### src/pkg/frdp_consts.vh
`ifndef FRDP_CONSTS_VH
`define FRDP_CONSTS_VH

// Register byte offsets
`define FRDP_OFF_CTRL 8'h00
`define FRDP_OFF_RDIV 8'h04
`define FRDP_OFF_NINT 8'h08
`define FRDP_OFF_NUM 8'h0c
`define FRDP_OFF_DEN 8'h10
`define FRDP_OFF_CHAN 8'h14
`define FRDP_OFF_STAT 8'h18

// Control register field positions
`define FRDP_CTRL_CAL 0
`define FRDP_CTRL_SYNC 1
`define FRDP_CTRL_DBL 2
`define FRDP_CTRL_SMDIV_LO 3
`define FRDP_CTRL_SMDIV_HI 5
`define FRDP_CTRL_ORD_LO 6
`define FRDP_CTRL_ORD_HI 8
`define FRDP_CTRL_DLY_LO 9
`define FRDP_CTRL_DLY_HI 11

// Channel register field positions
`define FRDP_CHAN_HIGH_BIT 16

// Divider limits
`define FRDP_PRE_MAX 8'h80
`define FRDP_POST_MAX 8'hff
`define FRDP_N_MIN 19'h0001c
`define FRDP_N_MAX 19'h7ffff
`define FRDP_CHAN_MAX 8'hc0
`define FRDP_CHAN_HIGH_MAX 8'h06
`define FRDP_ORD_MAX 3'h4
`define FRDP_SMDIV_MAX 3'h4

// Reset values
`define FRDP_RST_PRE 8'h01
`define FRDP_RST_POST 8'h01
`define FRDP_RST_N 19'h00064
`define FRDP_RST_NUM 32'h00000000
`define FRDP_RST_DEN 32'h00000001
`define FRDP_RST_CHAN 8'h01
`define FRDP_RST_XDIV 8'h01

// Calibration length in state machine clock ticks
`define FRDP_CAL_TICKS 16'h0040

`endif

### src/rtl/frdp_div.v
`timescale 1ns/1ps
// Programmable tick divider: one output pulse every divisor input ticks
module frdp_div #(
  parameter W = 8
) (
  input wire clk,
  input wire rst,
  input wire restart,
  input wire tick,
  input wire [W-1:0] divisor,
  output reg pulse
);
  reg [W-1:0] count;

  // Divisor of one or zero passes every tick
  always @(posedge clk) begin
    if (rst || restart) begin
      count <= {W{1'b0}};
      pulse <= 1'b0;
    end else begin
      pulse <= 1'b0;
      if (tick) begin
        if (count + {{(W-1){1'b0}}, 1'b1} >= divisor) begin
          count <= {W{1'b0}};
          pulse <= 1'b1;
        end else begin
          count <= count + {{(W-1){1'b0}}, 1'b1};
        end
      end
    end
  end
endmodule

### src/rtl/frdp_top.v
// Our own choices: the APB interface to the registers and the placing of the registers.
`timescale 1ns/1ps
`include "frdp_consts.vh"
module frdp_top #(
  parameter [15:0] CAL_TICKS = `FRDP_CAL_TICKS
) (
  input wire clk,
  input wire rst,
  input wire psel,
  input wire penable,
  input wire pwrite,
  input wire [7:0] paddr,
  input wire [31:0] pwdata,
  output wire pready,
  output reg [31:0] prdata,
  output reg pslverr,
  input wire referenceInput,
  input wire vcoInput,
  output wire pfdRefPulse,
  output wire pfdFbPulse,
  output wire smClkTick,
  output reg rfOutput,
  output reg calBusy,
  output reg [2:0] pfdDelaySelect
);
  // Staged settings written by software
  reg [7:0] stPre;
  reg [7:0] stPost;
  reg [18:0] stN;
  reg [31:0] stNum;
  reg [31:0] stDen;
  reg [7:0] stChan;
  reg [7:0] stXdiv;
  reg stHigh;
  // Active settings
  reg [7:0] actPre;
  reg [7:0] actPost;
  reg [18:0] actN;
  reg [31:0] actNum;
  reg [31:0] actDen;
  reg [7:0] actChan;
  reg [7:0] actXdiv;
  reg referenceDoublerSel;
  reg syncMode;
  reg [2:0] calClkDiv;
  reg [2:0] mashOrder;
  reg chanLimited;
  // Pin synchronisers and edge history
  reg refMeta;
  reg refSync;
  reg refLast;
  reg vcoMeta;
  reg vcoSync;
  reg vcoLast;
  // Modulator state
  reg [31:0] acc1;
  reg [31:0] acc2;
  reg [31:0] acc3;
  reg [31:0] acc4;
  reg [2:0] c2d;
  reg [2:0] c3d;
  reg [2:0] c4d;
  reg [20:0] fbModulus;
  reg [15:0] calCount;
  reg [7:0] calRuns;

  wire setupPhase = psel & ~penable;
  wire wrAccess = psel & penable & pwrite;
  wire ctrlWrite = wrAccess & (paddr == `FRDP_OFF_CTRL);
  wire refRise = refSync & ~refLast;
  wire refFall = ~refSync & refLast;
  wire vcoRise = vcoSync & ~vcoLast;
  wire vcoFall = ~vcoSync & vcoLast;
  wire [18:0] preClamp;
  wire [18:0] postClamp;
  wire [18:0] chanClamp;
  wire preTick;
  wire fbMainPulse;
  wire chanPulse;
  wire [32:0] s1;
  wire [32:0] s2;
  wire [32:0] s3;
  wire [32:0] s4;
  reg signed [5:0] corr;
  reg signed [21:0] nextModulus;

  // Keep a divide value inside lo..hi
  function [18:0] clampVal;
    input [31:0] v;
    input [18:0] lo;
    input [18:0] hi;
    begin
      if (v < {13'h0000, lo})
        clampVal = lo;
      else if (v > {13'h0000, hi})
        clampVal = hi;
      else
        clampVal = v[18:0];
    end
  endfunction

  // Modulo-denominator accumulate: carry and new sum
  function [32:0] accStep;
    input [31:0] acc;
    input [31:0] inc;
    input [31:0] frac_denominator;
    reg [32:0] sum;
    begin
      sum = {1'b0, acc} + {1'b0, inc};
      if (sum >= {1'b0, frac_denominator})
        accStep = {1'b1, sum[31:0] - frac_denominator};
      else
        accStep = {1'b0, sum[31:0]};
    end
  endfunction

  // Two-flop synchronisers on the pins
  always @(posedge clk) begin
    if (rst) begin
      refMeta <= 1'b0;
      refSync <= 1'b0;
      refLast <= 1'b0;
      vcoMeta <= 1'b0;
      vcoSync <= 1'b0;
      vcoLast <= 1'b0;
    end else begin
      refMeta <= referenceInput;
      refSync <= refMeta;
      refLast <= refSync;
      vcoMeta <= vcoInput;
      vcoSync <= vcoMeta;
      vcoLast <= vcoSync;
    end
  end

  // Doubler: both edges when selected, rising only otherwise
  wire refTick = refRise | (referenceDoublerSel & refFall);

  // Divider fields held inside their legal ranges
  assign preClamp = clampVal({24'h000000, pwdata[7:0]}, 19'h00001,
    {11'h000, `FRDP_PRE_MAX});
  assign postClamp = clampVal({24'h000000, pwdata[15:8]}, 19'h00001,
    {11'h000, `FRDP_POST_MAX});
  assign chanClamp = clampVal({24'h000000, pwdata[7:0]}, 19'h00001,
    {11'h000, `FRDP_CHAN_MAX});

  // APB register writes; staged values wait for a control write
  always @(posedge clk) begin
    if (rst) begin
      stPre <= `FRDP_RST_PRE;
      stPost <= `FRDP_RST_POST;
      stN <= `FRDP_RST_N;
      stNum <= `FRDP_RST_NUM;
      stDen <= `FRDP_RST_DEN;
      stChan <= `FRDP_RST_CHAN;
      stXdiv <= `FRDP_RST_XDIV;
      stHigh <= 1'b0;
    end else if (wrAccess) begin
      case (paddr)
        `FRDP_OFF_RDIV: begin
          stPre <= preClamp[7:0];
          stPost <= postClamp[7:0];
        end
        `FRDP_OFF_NINT: begin
          stN <= clampVal(pwdata, `FRDP_N_MIN, `FRDP_N_MAX);
        end
        `FRDP_OFF_NUM: begin
          stNum <= pwdata;
        end
        `FRDP_OFF_DEN: begin
          stDen <= (pwdata == 32'h00000000) ? 32'h00000001 : pwdata;
        end
        `FRDP_OFF_CHAN: begin
          stChan <= chanClamp[7:0];
          stXdiv <= (pwdata[15:8] == 8'h00) ? 8'h01 : pwdata[15:8];
          stHigh <= pwdata[`FRDP_CHAN_HIGH_BIT];
        end
        default: begin
          stPre <= stPre;
        end
      endcase
    end
  end

  // Control write applies every staged setting in one edge
  always @(posedge clk) begin
    if (rst) begin
      actPre <= `FRDP_RST_PRE;
      actPost <= `FRDP_RST_POST;
      actN <= `FRDP_RST_N;
      actNum <= `FRDP_RST_NUM;
      actDen <= `FRDP_RST_DEN;
      actChan <= `FRDP_RST_CHAN;
      actXdiv <= `FRDP_RST_XDIV;
      chanLimited <= 1'b0;
      referenceDoublerSel <= 1'b0;
      syncMode <= 1'b0;
      calClkDiv <= 3'h0;
      mashOrder <= 3'h0;
      pfdDelaySelect <= 3'h0;
    end else if (ctrlWrite) begin
      actPre <= stPre;
      actPost <= stPost;
      actN <= stN;
      actNum <= (stNum >= stDen) ? stDen - 32'h00000001 : stNum;
      actDen <= stDen;
      // High band caps the channel divide
      if (stHigh && stChan > `FRDP_CHAN_HIGH_MAX) begin
        actChan <= `FRDP_CHAN_HIGH_MAX;
        chanLimited <= 1'b1;
      end else begin
        actChan <= stChan;
        chanLimited <= 1'b0;
      end
      actXdiv <= stXdiv;
      referenceDoublerSel <= pwdata[`FRDP_CTRL_DBL];
      syncMode <= pwdata[`FRDP_CTRL_SYNC];
      calClkDiv <= (pwdata[`FRDP_CTRL_SMDIV_HI:`FRDP_CTRL_SMDIV_LO] >
        `FRDP_SMDIV_MAX) ? `FRDP_SMDIV_MAX :
        pwdata[`FRDP_CTRL_SMDIV_HI:`FRDP_CTRL_SMDIV_LO];
      mashOrder <= (pwdata[`FRDP_CTRL_ORD_HI:`FRDP_CTRL_ORD_LO] >
        `FRDP_ORD_MAX) ? `FRDP_ORD_MAX :
        pwdata[`FRDP_CTRL_ORD_HI:`FRDP_CTRL_ORD_LO];
      pfdDelaySelect <= pwdata[`FRDP_CTRL_DLY_HI:`FRDP_CTRL_DLY_LO];
    end
  end

  // Reference path: pre then post divider gives the phase detector pulse
  frdp_div #(.W(8)) preDiv (
    .clk(clk),
    .rst(rst),
    .restart(ctrlWrite),
    .tick(refTick),
    .divisor(actPre),
    .pulse(preTick)
  );

  frdp_div #(.W(8)) postDiv (
    .clk(clk),
    .rst(rst),
    .restart(ctrlWrite),
    .tick(preTick),
    .divisor(actPost),
    .pulse(pfdRefPulse)
  );

  // State machine clock from undoubled rising reference edges
  frdp_div #(.W(5)) smDiv (
    .clk(clk),
    .rst(rst),
    .restart(ctrlWrite),
    .tick(refRise),
    .divisor(5'h01 << calClkDiv),
    .pulse(smClkTick)
  );

  // MASH accumulator chain
  assign s1 = accStep(acc1, actNum, actDen);
  assign s2 = accStep(acc2, s1[31:0], actDen);
  assign s3 = accStep(acc3, s2[31:0], actDen);
  assign s4 = accStep(acc4, s3[31:0], actDen);

  // Combine stage carries by the selected order
  always @* begin
    corr = 6'sd0;
    nextModulus = 22'sd0;
    case (mashOrder)
      3'h1: begin
        corr = {5'h00, s1[32]};
      end
      3'h2: begin
        corr = {5'h00, s1[32]} + {5'h00, s2[32]} - {5'h00, c2d[0]};
      end
      3'h3: begin
        corr = {5'h00, s1[32]} + {5'h00, s2[32]} - {5'h00, c2d[0]}
          + {5'h00, s3[32]} - {4'h0, c3d[0], 1'b0} + {5'h00, c3d[1]};
      end
      3'h4: begin
        corr = {5'h00, s1[32]} + {5'h00, s2[32]} - {5'h00, c2d[0]}
          + {5'h00, s3[32]} - {4'h0, c3d[0], 1'b0} + {5'h00, c3d[1]}
          + {5'h00, s4[32]} - {5'h00, c4d[0]} - {4'h0, c4d[0], 1'b0}
          + {5'h00, c4d[1]} + {4'h0, c4d[1], 1'b0} - {5'h00, c4d[2]};
      end
      default: begin
        corr = 6'sd0;
      end
    endcase
    nextModulus = $signed({3'h0, actN}) + corr;
  end

  // Modulator steps once per feedback cycle; control write clears it
  always @(posedge clk) begin
    if (rst || ctrlWrite) begin
      acc1 <= 32'h00000000;
      acc2 <= 32'h00000000;
      acc3 <= 32'h00000000;
      acc4 <= 32'h00000000;
      c2d <= 3'h0;
      c3d <= 3'h0;
      c4d <= 3'h0;
      fbModulus <= {2'h0, stN};
    end else if (fbMainPulse) begin
      acc1 <= s1[31:0];
      acc2 <= s2[31:0];
      acc3 <= s3[31:0];
      acc4 <= s4[31:0];
      c2d <= {c2d[1:0], s2[32]};
      c3d <= {c3d[1:0], s3[32]};
      c4d <= {c4d[1:0], s4[32]};
      fbModulus <= nextModulus[20:0];
    end
  end

  // Feedback divider counts VCO edges by the modulated modulus
  frdp_div #(.W(21)) fbDiv (
    .clk(clk),
    .rst(rst),
    .restart(ctrlWrite),
    .tick(vcoRise),
    .divisor(fbModulus),
    .pulse(fbMainPulse)
  );

  // Extra divide only in sync mode
  frdp_div #(.W(8)) xDiv (
    .clk(clk),
    .rst(rst),
    .restart(ctrlWrite),
    .tick(fbMainPulse),
    .divisor(syncMode ? actXdiv : 8'h01),
    .pulse(pfdFbPulse)
  );

  // Output channel divider counts both VCO edges, so the output period
  // is the divide value in VCO periods, odd values included
  frdp_div #(.W(8)) chDiv (
    .clk(clk),
    .rst(rst),
    .restart(ctrlWrite),
    .tick(vcoRise | vcoFall),
    .divisor(actChan),
    .pulse(chanPulse)
  );

  // Bypass follows the VCO, otherwise toggle per channel count
  always @(posedge clk) begin
    if (rst) begin
      rfOutput <= 1'b0;
    end else if (actChan == 8'h01) begin
      rfOutput <= vcoSync;
    end else if (chanPulse) begin
      rfOutput <= ~rfOutput;
    end
  end

  // Calibration runs for a fixed number of state machine ticks
  always @(posedge clk) begin
    if (rst) begin
      calBusy <= 1'b0;
      calCount <= 16'h0000;
      calRuns <= 8'h00;
    end else if (ctrlWrite && pwdata[`FRDP_CTRL_CAL]) begin
      calBusy <= 1'b1;
      calCount <= 16'h0000;
      calRuns <= calRuns + 8'h01;
    end else if (calBusy && smClkTick) begin
      if (calCount + 16'h0001 >= CAL_TICKS) begin
        calBusy <= 1'b0;
      end
      calCount <= calCount + 16'h0001;
    end
  end

  // Read data and error captured in the setup phase
  always @(posedge clk) begin
    if (rst) begin
      prdata <= 32'h00000000;
      pslverr <= 1'b0;
    end else if (setupPhase) begin
      pslverr <= 1'b0;
      case (paddr)
        `FRDP_OFF_CTRL: prdata <= {20'h00000, pfdDelaySelect, mashOrder,
          calClkDiv, referenceDoublerSel, syncMode, calBusy};
        `FRDP_OFF_RDIV: prdata <= {16'h0000, stPost, stPre};
        `FRDP_OFF_NINT: prdata <= {13'h0000, stN};
        `FRDP_OFF_NUM: prdata <= stNum;
        `FRDP_OFF_DEN: prdata <= stDen;
        `FRDP_OFF_CHAN: prdata <= {15'h0000, stHigh, stXdiv, stChan};
        `FRDP_OFF_STAT: prdata <= {14'h0000, chanLimited, calBusy, calRuns,
          actChan};
        default: begin
          prdata <= 32'h00000000;
          pslverr <= 1'b1;
        end
      endcase
    end
  end

  // Zero wait states: access phase completes at once
  assign pready = penable;
endmodule

### config.mk
export PLATFORM = sky130hd
export DESIGN_NAME = frdp_top
export DESIGN_NICKNAME = d
export VERILOG_FILES = /design/src/rtl/frdp_div.v /design/src/rtl/frdp_top.v
export VERILOG_INCLUDE_DIRS = /design/src /design/src/pkg
export SDC_FILE = /design/constraint.sdc
export NUM_CORES = 2
export LEC_CHECK = 0
export BUFFER_PORTS_ARGS = -buffer_cell sky130_fd_sc_hd__buf_2
export CORE_UTILIZATION = 70
export CTS_CLUSTER_DIAMETER = 50
export DETAILED_ROUTE_END_ITERATION = 8
export PLACE_DENSITY = 0.95
export SLEW_MARGIN = 10
export SYNTH_ARGS = -nofsm -noshare
export SYNTH_HDL_FRONTEND = slang
export SYNTH_SLANG_ARGS = --single-unit
### constraint.sdc
create_clock -name clk -period 45.3 [get_ports clk]
set_input_delay 4.53 -clock clk [delete_from_list [all_inputs] [get_ports clk]]
set_output_delay 4.53 -clock clk [all_outputs]
set_load 0.02 [all_outputs]
==> flow_summary.json <==
{
  "num_vias": 38651,
  "cts_setup_buffers": 0,
  "clock-sinks": 527,
  "maxSlewViolCount": 0,
  "cts_hold_buf": 0,
  "num_antenna_cells": 0,
  "drtIter0Drc": 4551,
  "die_x_um": 239,
  "wl_um": 119000,
  "finClkSkew_ns": 0.0456,
  "leakage_nw": 17.8,
  "drive_above_1_share_pct": 7.48,
  "total_power_mw": 1.92,
  "worstMarginPinSlew_ns": 1.02,
  "relSlewSlack_pct": 32.2,
  "antenna_found_initial": 0,
  "min_period_ns": 24.30,
  "syn_area_sq_um": 39200,
  "die_height_um": 239,
  "synth.distinct_cells": 106,
  "io_pins": 89,
  "clock_path_buffers": 3,
  "synth_top_flop_cell": "dfxtp_1",
  "met1_length_um": 47400,
  "num_rows": 86,
  "dieArea_sq_um": 56900,
  "met3_length_um": 13200,
  "setup_viol": 0,
  "power_density_nw_per_um2": 45.4,
  "wl_met2_um": 52100,
  "highest_layer": "met5",
  "grt_overflow": 0,
  "postRouteAntennaNets": 0,
  "cts-buffers-inserted": 68,
  "nets": 5399,
  "cp_max_fo": 42,
  "grt_max_degree": 103,
  "htree_levels": 3,
  "critical_path_arrival_ns": 24.64,
  "wl_per_cell_um": 20.7,
  "avgSynthCellArea_sq_um": 7.81,
  "crit_slowest_cell": "o211a_2",
  "hpwl_um": 83800,
  "layout_commonest_cell": "nand2_1",
  "slowest_delay_ns": 0.81,
  "finalHoldViolCount": 0,
  "cts_resized": 0,
  "numPortBuffers": 88,
  "setup-tns-final_ns": 0,
  "remaining_drc_errors": 47,
  "synthArstFlopShare_pct": 0,
  "max_cap_viol_count": 0,
  "start_util_pct": 71.0,
  "hp-class": "reg -> reg",
  "grt_pass1_vias": 36437,
  "core_area_sq_um": 55200,
  "rsz0062_at_grt": "false",
  "seq_area_frac_synth_pct": 27.4,
  "vdd_ir_drop_max_uv": 79.9,
  "grtUsageTotal_pct": 40.8,
  "avgViaCountPerCell": 6.71,
  "tritoncts": "yes",
  "crit_path_frequent_cell": "ha_1",
  "finalCritPeriodShare_pct": 53.6,
  "layout_common_cells": "692 x nand2_1, 509 x a21oi_1, 507 x dfxtp_1, 450 x nor2_1, 377 x ha_1",
  "yosys_register_bits": 527,
  "critPathKind": "reg -> reg",
  "start_kind": "register",
  "clock_latency_ns": 0.65,
  "grt_pass1_wl_um": 188000,
  "clk_pin_slew_worst_paths_ns": 0.06,
  "cp.required_ns": 45.64,
  "synthCells": 5017,
  "root_buffer": "clkbuf_16",
  "violations": "design-rule violations",
  "synth_nets": 5456,
  "status": "finished, violations left",
  "gp_congestion": 1.01,
  "yosysWarnings": 0,
  "endpoint_kind": "register",
  "drtPass1Iterations": 9,
  "synth_edf_count": 19,
  "max_freq_mhz": 41.1,
  "area_growth_pct": 7.52
}
==> final cells by class <==
cell class / instances / area (sq um)
Fill cell: 3786 / 13100
Tap cell: 748 / 936
Inverter: 204 / 766
Clock buffer: 82 / 1810
Clock inverter: 41 / 513
Timing Repair Buffer: 116 / 659
Multi-Input combinational cell: 4043 / 26700
Sequential cell: 527 / 10700
==> logic make-up after synthesis <==
logic type,share of synthesized area [%]
AOI/OAI and AO/OA,22.8
xor gates and xnor gates,7.62
adders and majority gates,12.8
buffers and inverters,4.59
DFF,27.4
muxes,3.80
and+or+nand+nor,21.0
==> layer usage <==
metal / global-route usage, % / vias to the layer above
met5: 0 / -
met4: 20.9 / 2
met3: 9.16 / 499
met2: 64.0 / 2307
met1: 52.4 / 18012
li1: - / 17831
==> stage by stage <==
step	utilization [%]	hold slack, ns	cells	cell area, sq um	setup slack, ns
finish	76.3	0.458	5761	42100	21.00
global route	76.3	0.471	5761	42100	19.60
CTS	76.3	0.458	5761	42100	21.45
detailed placement	72.1	0.430	5638	39800	21.63
global placement	72.1	0.422	5638	39800	22.19
floorplan	-	0.414	5017	39200	25.08
==> report_power, final <==
part	switching, mW	internal, mW
clock network	0.237	0.323
logic	0.520	0.365
registers	0.00156	0.469
total	0.758	1.16
==> flip-flops by register name (all words and copies together), names as in the netlist, 19 cells and up <==
register,count
stDen,32
fbDiv.count,21
acc1,32
prdata,32
acc4,32
stNum,32
actNum,32
stN,19
acc3,32
fbModulus,21
actDen,32
acc2,32
actN,19
==> cell usage after synthesis (131+ instances only) <==
master / instances / area (sq um)
xnor2_1: 207 / 1810
clkbuf_1: 217 / 815
xor2_1: 134 / 1170
a21oi_1: 509 / 2550
nor2_1: 453 / 1700
o21ai_0: 245 / 1230
ha_1: 377 / 4720
nor3_1: 131 / 656
dfxtp_1: 508 / 10200
inv_1: 203 / 762
nand3_1: 142 / 711
nand2_1: 694 / 2610
==> critical path, delay by kind of cell (launching register included) <==
family	cells	cell delay, ns
muxes	3	1.05
xor gates and xnor gates	4	0.80
and+or+nand+nor	18	3.28
adders and majority gates	14	4.79
AOI/OAI and AO/OA	46	11.63
DFF	1	0.35
buffers and inverters	8	1.93
==> worst paths after layout <==
kind                            startpoint       endpoint  slack [ns]  depth (start not counted)
worst max-delay path             actNum[0]  fbModulus[18]       21.00                         93
worst min-delay path            actDen[29]     actDen[29]        0.46                          2
worst max register to register   actNum[0]  fbModulus[18]       21.00                         93
worst min register to register  actDen[29]     actDen[29]        0.46                          2
No activity file was read; power rests on OpenSTA's default activity.
